--- src/cbd_pkg.sv ---
// Constants, register map and types for the command block decoder.
// Assumes one 100 MHz clock and AHB-Lite register access.
package cbd_pkg;

  // ----------------------------------------------------------------
  // Command block layout
  // ----------------------------------------------------------------
  localparam int         CDB_MAX      = 12;
  localparam int         IDX_W        = 4;
  localparam logic [2:0] GRP_SIX      = 3'h0;
  localparam logic [2:0] GRP_TEN      = 3'h1;
  localparam logic [2:0] GRP_TWELVE   = 3'h5;
  localparam logic [2:0] GRP_RSV_LO   = 3'h2;
  localparam logic [2:0] GRP_RSV_HI   = 3'h4;
  localparam logic [2:0] GRP_VEND_LO  = 3'h6;
  localparam logic [3:0] LEN_SIX      = 4'h6;
  localparam logic [3:0] LEN_TEN      = 4'hA;
  localparam logic [3:0] LEN_TWELVE   = 4'hC;
  localparam int         POS_OP       = 0;
  localparam int         POS_UNIT     = 1;
  localparam int         POS_LBA0     = 2;
  localparam int         POS_LBA1     = 3;
  localparam int         POS_LBA2     = 4;
  localparam int         POS_LBA3     = 5;
  localparam int         POS_SIX_LEN  = 4;
  localparam int         POS_RSV6     = 6;
  localparam int         POS_RSV7     = 7;
  localparam int         POS_RSV8     = 8;
  localparam int         POS_TEN_LEN  = 7;
  localparam int         POS_TW_LEN   = 9;
  localparam int         BIT_REL      = 0;
  localparam int         BIT_LINK     = 0;
  localparam int         BIT_FLAG     = 1;
  localparam int         LBA_W        = 32;
  localparam int         LEN_W        = 17;
  localparam logic [16:0] LEN_SIX_ZERO = 17'h0_0100;

  // ----------------------------------------------------------------
  // Register map (byte addresses) and reset values
  // ----------------------------------------------------------------
  localparam logic [7:0]  REG_CFG     = 8'h00;
  localparam logic [7:0]  REG_MAXLBA  = 8'h04;
  localparam logic [7:0]  REG_ALLOC0  = 8'h08;
  localparam logic [7:0]  REG_ALLOC1  = 8'h0C;
  localparam logic [7:0]  REG_PARAM0  = 8'h10;
  localparam logic [7:0]  REG_PARAM1  = 8'h14;
  localparam logic [7:0]  REG_STAT    = 8'h20;
  localparam logic [7:0]  REG_LBA     = 8'h24;
  localparam logic [7:0]  REG_LEN     = 8'h28;
  localparam logic [31:0] RST_CFG     = 32'h0000_0103;
  localparam logic [31:0] RST_MAXLBA  = 32'hFFFF_FFFF;
  localparam logic [31:0] RST_ZERO    = 32'h0000_0000;
  localparam int          CFG_LINK_EN = 0;
  localparam int          CFG_EXT_SNS = 1;
  localparam int          CFG_UNIT_LO = 8;
  localparam logic        RESP_OKAY   = 1'b0;

  typedef enum logic [1:0] {ST_IDLE, ST_COLLECT, ST_EVAL} cbd_state_type;

endpackage : cbd_pkg

--- src/cbd_ahb_slave.sv ---
// AHB-Lite slave front end: word writes with no wait, reads with one wait.
// Assumes a single master and single whole-word transfers.
`timescale 1ns/1ps
`default_nettype none
module cbd_ahb_slave (
  // Clock and reset
  input  wire logic        core_clk,
  input  wire logic        reset_n,
  // Bus side
  input  wire logic        hsel,
  input  wire logic [7:0]  haddr,
  input  wire logic [1:0]  htrans,
  input  wire logic        hwrite,
  input  wire logic        hready,
  input  wire logic [31:0] hwdata,
  output logic [31:0]      hrdata,
  output logic             hreadyout,
  // Register side
  output logic             regWr,
  output logic [7:0]       regAddr,
  output logic [31:0]      regWdata,
  input  wire logic [31:0] regRdata
);
  logic        take;
  logic        wrPend_q;
  logic        rdPend_q;
  logic [7:0]  addr_q;
  logic [31:0] hrdata_q;
  logic        ready_q;

  assign take = hsel & htrans[1] & hready;

  // Read data is flopped, which costs one wait state on reads
  always_ff @(posedge core_clk or negedge reset_n) begin
    if (!reset_n) begin
      wrPend_q <= 1'b0;
      rdPend_q <= 1'b0;
      addr_q   <= '0;
      hrdata_q <= cbd_pkg::RST_ZERO;
      ready_q  <= 1'b1;
    end else begin
      wrPend_q <= take & hwrite;
      rdPend_q <= take & ~hwrite;
      ready_q  <= ~(take & ~hwrite);
      if (take) addr_q <= haddr;
      if (rdPend_q) hrdata_q <= regRdata;
    end
  end

  assign hrdata    = hrdata_q;
  assign hreadyout = ready_q;
  assign regWr     = wrPend_q;
  assign regAddr   = addr_q;
  assign regWdata  = hwdata;
endmodule : cbd_ahb_slave
`default_nettype wire

--- src/cbd_decoder.sv ---
// Command block field decoder, target side, with its register file.
// Assumes command bytes arrive at most one per cycle and executors report
// completions, accessed blocks and available data-in bytes.
`timescale 1ns/1ps
`default_nettype none
module cbd_decoder (
  // Clock and reset
  input  wire logic        core_clk,
  input  wire logic        reset_n,
  // AHB-Lite register bus
  input  wire logic        hsel,
  input  wire logic [31:0] haddr,
  input  wire logic [1:0]  htrans,
  input  wire logic        hwrite,
  input  wire logic [2:0]  hsize,
  input  wire logic        hready,
  input  wire logic [31:0] hwdata,
  output logic [31:0]      hrdata,
  output logic             hreadyout,
  output logic             hresp,
  // Command byte stream
  input  wire logic [7:0]  cmdByte,
  input  wire logic        cmdValid,
  input  wire logic        cmdFirst,
  output logic             cmdReady,
  // Identify message result
  input  wire logic        identifyValid,
  input  wire logic [2:0]  identifyUnit,
  // Execution feedback
  input  wire logic        accessValid,
  input  wire logic [31:0] accessLba,
  input  wire logic        cmdDone,
  input  wire logic        cmdGood,
  // Decoded command
  output logic             decValid,
  output logic [2:0]       decGroup,
  output logic [4:0]       decCode,
  output logic [2:0]       decUnit,
  output logic [31:0]      decLba,
  output logic [16:0]      decLength,
  output logic             decLenBytes,
  output logic             decParamList,
  output logic             decAlloc,
  output logic             decLink,
  output logic             decFlag,
  output logic             decIllegal,
  output logic             decSenseIllegal,
  // Data-in bounding
  input  wire logic [16:0] availBytes,
  input  wire logic        dataInStrobe,
  output logic [16:0]      dataInLimit,
  output logic             dataInStop
);
  // ----------------------------------------------------------------
  // Helpers
  // ----------------------------------------------------------------
  function automatic logic [3:0] cdbLength(input logic [2:0] grp);
    case (grp)
      cbd_pkg::GRP_TEN:    cdbLength = cbd_pkg::LEN_TEN;
      cbd_pkg::GRP_TWELVE: cdbLength = cbd_pkg::LEN_TWELVE;
      default:             cdbLength = cbd_pkg::LEN_SIX;
    endcase
  endfunction : cdbLength

  function automatic logic [16:0] minLen(input logic [16:0] a, input logic [16:0] b);
    minLen = (a < b) ? a : b;
  endfunction : minLen

  // ----------------------------------------------------------------
  // Register file
  // ----------------------------------------------------------------
  logic        regWr;
  logic [7:0]  regAddr;
  logic [31:0] regWdata;
  logic [31:0] regRdata;
  logic [31:0] cfg_q;
  logic [31:0] maxLba_q;
  logic [31:0] alloc0_q;
  logic [31:0] alloc1_q;
  logic [31:0] param0_q;
  logic [31:0] param1_q;

  cbd_ahb_slave u_bus (
    .core_clk  (core_clk),
    .reset_n   (reset_n),
    .hsel      (hsel),
    .haddr     (haddr[7:0]),
    .htrans    (htrans),
    .hwrite    (hwrite),
    .hready    (hready),
    .hwdata    (hwdata),
    .hrdata    (hrdata),
    .hreadyout (hreadyout),
    .regWr     (regWr),
    .regAddr   (regAddr),
    .regWdata  (regWdata),
    .regRdata  (regRdata)
  );

  // Only word transfers are served, so hsize is not decoded
  assign hresp = cbd_pkg::RESP_OKAY;

  always_ff @(posedge core_clk or negedge reset_n) begin
    if (!reset_n) begin
      cfg_q    <= cbd_pkg::RST_CFG;
      maxLba_q <= cbd_pkg::RST_MAXLBA;
      alloc0_q <= cbd_pkg::RST_ZERO;
      alloc1_q <= cbd_pkg::RST_ZERO;
      param0_q <= cbd_pkg::RST_ZERO;
      param1_q <= cbd_pkg::RST_ZERO;
    end else if (regWr) begin
      case (regAddr)
        cbd_pkg::REG_CFG:    cfg_q    <= regWdata;
        cbd_pkg::REG_MAXLBA: maxLba_q <= regWdata;
        cbd_pkg::REG_ALLOC0: alloc0_q <= regWdata;
        cbd_pkg::REG_ALLOC1: alloc1_q <= regWdata;
        cbd_pkg::REG_PARAM0: param0_q <= regWdata;
        cbd_pkg::REG_PARAM1: param1_q <= regWdata;
        default: ;
      endcase
    end
  end

  // ----------------------------------------------------------------
  // Byte collection
  // ----------------------------------------------------------------
  cbd_pkg::cbd_state_type state_q;
  cbd_pkg::cbd_state_type state_d;
  logic [7:0]             cdb [cbd_pkg::CDB_MAX];
  logic [3:0]             idx_q;
  logic [3:0]             lastIdx;
  logic                   startByte;
  logic                   nextByte;

  assign lastIdx   = cdbLength(cdb[cbd_pkg::POS_OP][7:5]) - 4'h1;
  assign startByte = cmdValid & cmdFirst & (state_q != cbd_pkg::ST_EVAL);
  assign nextByte  = cmdValid & ~cmdFirst & (state_q == cbd_pkg::ST_COLLECT);

  always_comb begin
    state_d = state_q;
    case (state_q)
      cbd_pkg::ST_IDLE:    if (startByte) state_d = cbd_pkg::ST_COLLECT;
      cbd_pkg::ST_COLLECT: if (nextByte && idx_q == lastIdx) state_d = cbd_pkg::ST_EVAL;
      cbd_pkg::ST_EVAL:    state_d = cbd_pkg::ST_IDLE;
      default:             state_d = cbd_pkg::ST_IDLE;
    endcase
  end

  // A new first byte restarts collection of a partial block
  always_ff @(posedge core_clk or negedge reset_n) begin
    if (!reset_n) begin
      state_q  <= cbd_pkg::ST_IDLE;
      idx_q    <= '0;
      cmdReady <= 1'b1;
      for (int i = 0; i < cbd_pkg::CDB_MAX; i++) cdb[i] <= '0;
    end else begin
      state_q  <= state_d;
      cmdReady <= (state_d != cbd_pkg::ST_EVAL);
      if (startByte) begin
        cdb[cbd_pkg::POS_OP] <= cmdByte;
        idx_q                <= 4'h1;
      end else if (nextByte) begin
        cdb[idx_q] <= cmdByte;
        idx_q      <= idx_q + 4'h1;
      end
    end
  end

  // ----------------------------------------------------------------
  // Field extraction
  // ----------------------------------------------------------------
  logic [2:0]  grp;
  logic [4:0]  code;
  logic        isSix;
  logic        isTwelve;
  logic        grpBad;
  logic [7:0]  ctl;
  logic [2:0]  unit;
  logic        relFlag;
  logic [31:0] rawLba;
  logic [31:0] sixLba;
  logic [31:0] absLba;
  logic [31:0] finalLba;
  logic [31:0] baseLba;
  logic        baseValid;
  logic [15:0] wideLen;
  logic        isAlloc;
  logic        isParam;
  logic        lenBytes;
  logic [16:0] length;

  assign grp      = cdb[cbd_pkg::POS_OP][7:5];
  assign code     = cdb[cbd_pkg::POS_OP][4:0];
  assign isSix    = (grp == cbd_pkg::GRP_SIX);
  assign isTwelve = (grp == cbd_pkg::GRP_TWELVE);
  assign grpBad   = (grp >= cbd_pkg::GRP_RSV_LO && grp <= cbd_pkg::GRP_RSV_HI)
                  | (grp >= cbd_pkg::GRP_VEND_LO);
  assign ctl      = cdb[lastIdx];

  // Accepted identify unit wins over the block field
  assign unit = identifyValid ? identifyUnit
                              : cdb[cbd_pkg::POS_UNIT][7:5];

  assign relFlag = ~isSix & cdb[cbd_pkg::POS_UNIT][cbd_pkg::BIT_REL];
  assign rawLba  = {cdb[cbd_pkg::POS_LBA0], cdb[cbd_pkg::POS_LBA1],
                    cdb[cbd_pkg::POS_LBA2], cdb[cbd_pkg::POS_LBA3]};
  assign sixLba  = {11'h000, cdb[cbd_pkg::POS_UNIT][4:0],
                    cdb[cbd_pkg::POS_LBA0], cdb[cbd_pkg::POS_LBA1]};
  assign absLba  = isSix ? sixLba : rawLba;

  // Two's complement add wraps modulo 2^32, same as a signed offset
  assign finalLba = relFlag ? baseLba + rawLba : absLba;

  assign wideLen = isTwelve ? {cdb[cbd_pkg::POS_TW_LEN], cdb[cbd_pkg::POS_TW_LEN + 1]}
                            : {cdb[cbd_pkg::POS_TEN_LEN], cdb[cbd_pkg::POS_TEN_LEN + 1]};

  assign isAlloc  = isSix ? alloc0_q[code] : alloc1_q[code];
  assign isParam  = isSix ? param0_q[code] : param1_q[code];
  assign lenBytes = isAlloc | isParam;

  // Byte counts keep zero as zero; block counts on one byte do not
  assign length = ~isSix ? {1'b0, wideLen}
                : (~lenBytes && cdb[cbd_pkg::POS_SIX_LEN] == 8'h00)
                  ? cbd_pkg::LEN_SIX_ZERO
                  : {9'h000, cdb[cbd_pkg::POS_SIX_LEN]};

  // ----------------------------------------------------------------
  // Checks
  // ----------------------------------------------------------------
  logic chainOpen_q;
  logic rsvErr;
  logic linkErr;
  logic relErr;
  logic unitErr;
  logic rangeErr;
  logic illegal;

  assign rsvErr = grpBad
                | (|ctl[5:2])
                | (~isSix & (|cdb[cbd_pkg::POS_UNIT][4:1]))
                | (~isSix & (|cdb[cbd_pkg::POS_RSV6]))
                | (isTwelve & (|cdb[cbd_pkg::POS_RSV7] | |cdb[cbd_pkg::POS_RSV8]));

  // A flag without link is refused; link needs linking enabled
  assign linkErr = (ctl[cbd_pkg::BIT_FLAG] & ~ctl[cbd_pkg::BIT_LINK])
                 | ((ctl[cbd_pkg::BIT_LINK] | ctl[cbd_pkg::BIT_FLAG])
                    & ~cfg_q[cbd_pkg::CFG_LINK_EN]);

  // Never compute from a stale base: need an open chain and a fresh access
  assign relErr = relFlag & ~(chainOpen_q & baseValid);

  assign unitErr  = ~cfg_q[cbd_pkg::CFG_UNIT_LO + unit];
  assign rangeErr = finalLba > maxLba_q;
  assign illegal  = rsvErr | linkErr | relErr | unitErr | rangeErr;

  // ----------------------------------------------------------------
  // Chain tracking and last accessed block
  // ----------------------------------------------------------------
  logic chainEnd;
  logic curLink_q;

  assign chainEnd = cmdDone & (~cmdGood | ~curLink_q);

  cbd_lba_store #(
    .UNITS (8)
  ) u_store (
    .core_clk (core_clk),
    .reset_n  (reset_n),
    .wrEn     (accessValid),
    .wrUnit   (decUnit),
    .wrLba    (accessLba),
    .clrAll   (chainEnd),
    .rdUnit   (unit),
    .rdLba    (baseLba),
    .rdValid  (baseValid)
  );

  // A chain opens on an accepted linked command
  always_ff @(posedge core_clk or negedge reset_n) begin
    if (!reset_n) begin
      chainOpen_q <= 1'b0;
      curLink_q   <= 1'b0;
    end else if (state_q == cbd_pkg::ST_EVAL) begin
      curLink_q   <= ctl[cbd_pkg::BIT_LINK] & ~illegal;
      chainOpen_q <= chainOpen_q | (ctl[cbd_pkg::BIT_LINK] & ~illegal);
    end else if (chainEnd) begin
      chainOpen_q <= 1'b0;
    end
  end

  // ----------------------------------------------------------------
  // Decoded outputs
  // ----------------------------------------------------------------
  logic eval;

  assign eval = (state_q == cbd_pkg::ST_EVAL);

  always_ff @(posedge core_clk or negedge reset_n) begin
    if (!reset_n) begin
      decValid        <= 1'b0;
      decGroup        <= '0;
      decCode         <= '0;
      decUnit         <= '0;
      decLba          <= '0;
      decLength       <= '0;
      decLenBytes     <= 1'b0;
      decParamList    <= 1'b0;
      decAlloc        <= 1'b0;
      decLink         <= 1'b0;
      decFlag         <= 1'b0;
      decIllegal      <= 1'b0;
      decSenseIllegal <= 1'b0;
    end else begin
      decValid <= eval;
      if (eval) begin
        decGroup        <= grp;
        decCode         <= code;
        decUnit         <= unit;
        decLba          <= finalLba;
        decLength       <= length;
        decLenBytes     <= lenBytes;
        decParamList    <= isParam;
        decAlloc        <= isAlloc;
        decLink         <= ctl[cbd_pkg::BIT_LINK];
        decFlag         <= ctl[cbd_pkg::BIT_FLAG];
        decIllegal      <= illegal;
        decSenseIllegal <= illegal & cfg_q[cbd_pkg::CFG_EXT_SNS];
      end
    end
  end

  // ----------------------------------------------------------------
  // Data-in bounding
  // ----------------------------------------------------------------
  logic        dinActive_q;
  logic [16:0] allocLen_q;
  logic [16:0] dinCount_q;
  logic [16:0] dinCount_d;
  logic [16:0] limit;

  assign limit      = minLen(allocLen_q, availBytes);
  assign dinCount_d = dinCount_q + {16'h0000, dataInStrobe};

  always_ff @(posedge core_clk or negedge reset_n) begin
    if (!reset_n) begin
      dinActive_q <= 1'b0;
      allocLen_q  <= '0;
      dinCount_q  <= '0;
      dataInLimit <= '0;
      dataInStop  <= 1'b0;
    end else begin
      dataInLimit <= limit;
      if (eval) begin
        dinActive_q <= isAlloc & ~illegal;
        allocLen_q  <= length;
        dinCount_q  <= '0;
        dataInStop  <= 1'b0;
      end else if (dinActive_q) begin
        dinCount_q <= dinCount_d;
        dataInStop <= dinCount_d >= limit;
      end
    end
  end

  // ----------------------------------------------------------------
  // Read mux
  // ----------------------------------------------------------------
  logic [31:0] statWord;

  assign statWord = {13'h0000, decIllegal, decSenseIllegal, decLenBytes, decParamList,
                     decAlloc, decLink, decFlag, chainOpen_q, decUnit, decGroup, decCode};

  assign regRdata = (regAddr == cbd_pkg::REG_CFG)    ? cfg_q
                  : (regAddr == cbd_pkg::REG_MAXLBA) ? maxLba_q
                  : (regAddr == cbd_pkg::REG_ALLOC0) ? alloc0_q
                  : (regAddr == cbd_pkg::REG_ALLOC1) ? alloc1_q
                  : (regAddr == cbd_pkg::REG_PARAM0) ? param0_q
                  : (regAddr == cbd_pkg::REG_PARAM1) ? param1_q
                  : (regAddr == cbd_pkg::REG_STAT)   ? statWord
                  : (regAddr == cbd_pkg::REG_LBA)    ? decLba
                  : (regAddr == cbd_pkg::REG_LEN)    ? {15'h0000, decLength}
                  : cbd_pkg::RST_ZERO;
endmodule : cbd_decoder
`default_nettype wire

--- src/cbd_lba_store.sv ---
// Per-unit store of the last accessed block address within a chain.
// Assumes the owner clears it whenever a linked chain ends.
`timescale 1ns/1ps
`default_nettype none
module cbd_lba_store #(
  parameter int UNITS = 8
) (
  // Clock and reset
  input  wire logic                     core_clk,
  input  wire logic                     reset_n,
  // Update port
  input  wire logic                     wrEn,
  input  wire logic [2:0]               wrUnit,
  input  wire logic [cbd_pkg::LBA_W-1:0] wrLba,
  input  wire logic                     clrAll,
  // Lookup port
  input  wire logic [2:0]               rdUnit,
  output logic [cbd_pkg::LBA_W-1:0]     rdLba,
  output logic                          rdValid
);
  if (UNITS != 8) $error("cbd_lba_store: unit field serves exactly 8 units");

  logic [cbd_pkg::LBA_W-1:0] lastLba [UNITS];
  logic [UNITS-1:0]          valid_q;

  // A write in the clearing cycle still survives so that no access is lost
  always_ff @(posedge core_clk or negedge reset_n) begin
    if (!reset_n) begin
      valid_q <= '0;
    end else begin
      if (clrAll) valid_q <= '0;
      if (wrEn) valid_q[wrUnit] <= 1'b1;
    end
  end

  always_ff @(posedge core_clk) begin
    if (wrEn) lastLba[wrUnit] <= wrLba;
  end

  assign rdLba   = lastLba[rdUnit];
  assign rdValid = valid_q[rdUnit];
endmodule : cbd_lba_store
`default_nettype wire

--- config.mk ---
export PLATFORM = sky130hd
export DESIGN_NAME = cbd_decoder
export DESIGN_NICKNAME = d
export VERILOG_FILES = /design/src/cbd_pkg.sv /design/src/cbd_ahb_slave.sv /design/src/cbd_decoder.sv /design/src/cbd_lba_store.sv
export SDC_FILE = /design/constraint.sdc
export NUM_CORES = 1
export LEC_CHECK = 0
export ABC_AREA = 1
export BUFFER_PORTS_ARGS = -buffer_cell sky130_fd_sc_hd__clkbuf_2
export CAP_MARGIN = 0
export CELL_PAD_IN_SITES_DETAIL_PLACEMENT = 2
export CELL_PAD_IN_SITES_GLOBAL_PLACEMENT = 2
export CORE_MARGIN = 5
export CORE_UTILIZATION = 37
export CTS_CLUSTER_SIZE = 25
export DETAILED_ROUTE_END_ITERATION = 8
export PLACE_DENSITY_LB_ADDON = 0.12
export SYNTH_ARGS = -nofsm -noshare
export SYNTH_HDL_FRONTEND = slang
export SYNTH_SLANG_ARGS = --single-unit
--- constraint.sdc ---
create_clock -name core_clk -period 5.1 [get_ports core_clk]
set_input_delay 1.275 -clock core_clk [delete_from_list [all_inputs] [get_ports core_clk]]
set_output_delay 1.275 -clock core_clk [all_outputs]
set_load 0.01 [all_outputs]
==> key figures <==
STA
  – RSZ-0062 raised after global routing: true
  – Worst slew margin: 0.284
  – Worst Skew: 35.6 ps
  – Count of final hold-check violations: 0
  – Min cycle time layout: 5440 ps
  – Pins Over Slew Limit: 0
  – Number of setup violations in the final report: 5
  – Final worst setup slack: -339 ps
  – Tcrit/Tclk final: 1.07
  – Tightest Pin Transition: 1070 ps
  – Fmax achieved: 184 MHz

Die
  – Starting Density: 0.371
  – Die span in x: 318 um
  – Die height: 318 um
  – Area of the die: 101000 um2
  – Row count: 113
  – Core ar.: 94600 um2
  – I/O pin cnt: 262

Finish
  – Fin area: 44200 um2
  – Biggest register: u_store.lastLba
  – Layout area overhead: 25.7%
  – Multi-input logic area: 15700 um2
  – Layout Nets: 4706
  – Layout Utilization: 0.467
  – Share of layout cells above drive strength 1: 0.229
  – Biggest regs: u_store.lastLba: 256 flops, cdb: 94 flops
  – Max reg flops: 256
  – Seq. cell area: 19000 um2
  – # fillers: 10100

Drt
  – Wire per inst: 27.9 um
  – DRT Pass-1 Iters: 5
  – Routed Antenna Nets: 0
  – DR vias: 32500
  – Initial detailed-routing violation count: 2168
  – Vias per inst: 5.60
  – Residual DRC: 0
  – Final wirelength: 162000 um

GRT
  – Largest net degree at the start of global routing: 121
  – Number of antenna violations at the first check in global routing: 9
  – Grt total ovfl: 0
  – GRT Util Overall: 0.299
  – First-pass GRT wire length: 229000 um
  – Number of global-route vias before repair: 35100

Synthesis
  – Synth warn: 0
  – Synth Area in Compound Gates: 0.144
  – Share of the synthesized area in the top cell type: 0.294
  – Post-synthesis sequential area ratio: 0.540
  – Adder-cell share of the synthesized area: 0.0369
  – Mux contribution to synthesized area: 0.000641
  – Distinct cells, synth: 65
  – Post-Synthesis Cells: 4071
  – Synth top area cells: dfrtp_1 29%, edfxtp_1 22%, nand2_1 13%, o21ai_0 6.5%, a21oi_1 3.9%
  – Top cell type by total area after synthesis: dfrtp_1
  – Post-synth EDFFs: 256
  – Post-synthesis register bit count: 705
  – Async set-reset flop share out of synthesis: 0.637
  – Synth Area in XOR/XNOR: 0.00424
  – Mapped cell area: 35100 um2
  – Largest family of logic cells by synthesized area: simple AND/OR/NAND/NOR gates
  – Mean Syn Cell Area: 8.63 um2
  – Top FF cell, synth: dfrtp_1
  – Synth cell count leaders: 1246 x nand2_1, 459 x o21ai_0, 412 x dfrtp_1, 326 x inv_1, 274 x a21oi_1
  – Most common cell in the netlist: nand2_1
  – Area share of and/or/nand/nor cells after synthesis: 0.211

Setup path
  – Max stage delay on crit path: 320 ps
  – Cells on worst reg2reg path: 34
  – Critical path data required time: 5670 ps
  – CP max-delay cell: a221oi_2
  – Critical path class: in -> reg
  – Crit end category: register
  – CP startpoint kind: input pin
  – CP max FO: 7
  – Worst Path Arrival: 6010 ps

Clock network
  – Post-CTS Hold Buffers: 0
  – Root Buffer: clkbuf_16
  – CTS sink count: 705
  – CTS buffer count: 84
  – Clock slew at reported path FFs: 60 ps
  – H-tree lvl count: 3
  – Worst skew pair latency: 670 ps
  – CTS tree: built
  – Clock buffer depth: 3

Worst hold path
  – Worst hold path type: reg -> reg
  – Hold Crit Depth: 1

Run status
  – Status: finished, violations left
  – Failing checks: negative setup slack

Pwr
  – Total leakage power: 20.7 nW
  – Clock power share: 0.251
  – PwrDens: 562 nW/um2
  – Combinational power share: 0.431
  – Proportion of power drawn by flip-flops and latches: 0.318
  – Pint: 14.5 mW
  – Largest vdd supply drop: 532 uV
  – Switching share of power: 0.415
  – P_sw: 10.3 mW

Placed design
  – I/O Buffers: 231
  – Dpl cell area: 39000 um2
  – RePlAce Congestion: 0.870
  – Placed wire-length estimate: 106000 um
  – Place WS: -1290 ps

Flow run
  – Max_cap viols: 0
-- worst max-delay path: cells and delay by family --
family / cells / cell delay [ps]
AOI/OAI and AO/OA: 4 / 890
adders and majority gates: 2 / 480
buffers and inverters: 11 / 1350
and+or+nand+nor: 18 / 1970
-- path summary, 6_finish.rpt --
kind / startpoint / to / slack, ps
max in group asynchronous: reset_n / cdb[88] / 3340
setup / recovery: identifyValid / dinActive_q / -340
hold / removal: state_q[1] / state_q[0] / 450
min in group asynchronous: reset_n / u_bus.hrdata[20] / 580
hold reg to reg: state_q[1] / state_q[0] / 450
setup reg to reg: cdb[85] / dinActive_q / -120
-- layer usage --
metal  vias up  routed length, um  GRT usage
li1      14500                  -          -
met1     16800              65500      0.368
met2       862              79500      0.514
met3       346               8290     0.0555
met4         4               8640      0.138
met5         -                 27          0
-- per-stage QoR --
step                      std cells  TNS, ps  power [mW]  hold slack, ps
after floorplan                4073        0        11.8             409
after global placement         5591    -5120        16.0             416
after detailed placement       5591    -6430        16.4             445
after CTS                      5773        0        23.6             452
after global routing           5796    -2450        25.9             461
final                          5798    -1660        24.8             453
-- power groups by stage --
| stage | combinational, mW | clock, mW | sequential, mW |
|---|---|---|---|
| final | 10.7 | 6.22 | 7.88 |
| after global routing | 11.4 | 6.57 | 7.95 |
| after CTS | 9.49 | 6.28 | 7.83 |
| after detailed placement | 8.51 | 0 | 7.88 |
| after global placement | 8.16 | 0 | 7.83 |
| after floorplan | 4.32 | 0 | 7.46 |
-- cells by family (layout without fill, tap and decap cells) --
logic type      count (synthesis)  after routing
compound gates                907            907
xor+xnor                       17             17
fa+ha+maj                     103            103
buf+inv                       548           1004
flops                         705            705
mux                             2              2
other cells                     2              8
simple gates                 1787           1787
-- placed cells by master, fill, tap and decap left out, types with 36 or more instances in the layout --
cell       netlist  routed
nand2_1       1246    1189
o21ai_0        459     443
dfrtp_1        412     411
inv_1          326     314
edfxtp_1       256     256
buf_4           11     241
nand3_1        243     229
clkbuf_2         0     229
a21oi_1        274     219
nor2_1         160     116
clkbuf_16        0      89
ha_1           102      71
nand2_2          7      53
nand4_1         46      46
a21oi_2          1      42
dfstp_2         37      37
a221oi_2         0      36
-- what timing repair did --
item                       4_1_cts  5_1_grt
gates cloned                     6        2
setup endpoints to repair        5        5
resized for setup              202      194
buffers inserted                23       20
pin swaps                       49       85
-- cell type report --
type | count | area share
inverter | 339 | 0.0292
clock buffer | 121 | 0.0561
timing repair buffer | 512 | 0.0860
tap | 1265 | 0.0358
antenna | 4 | 0.000227
multi-input combinational | 2820 | 0.356
clock inverter | 32 | 0.00686
sequential | 705 | 0.430
Note: power is estimated with default switching activity, not from simulation.
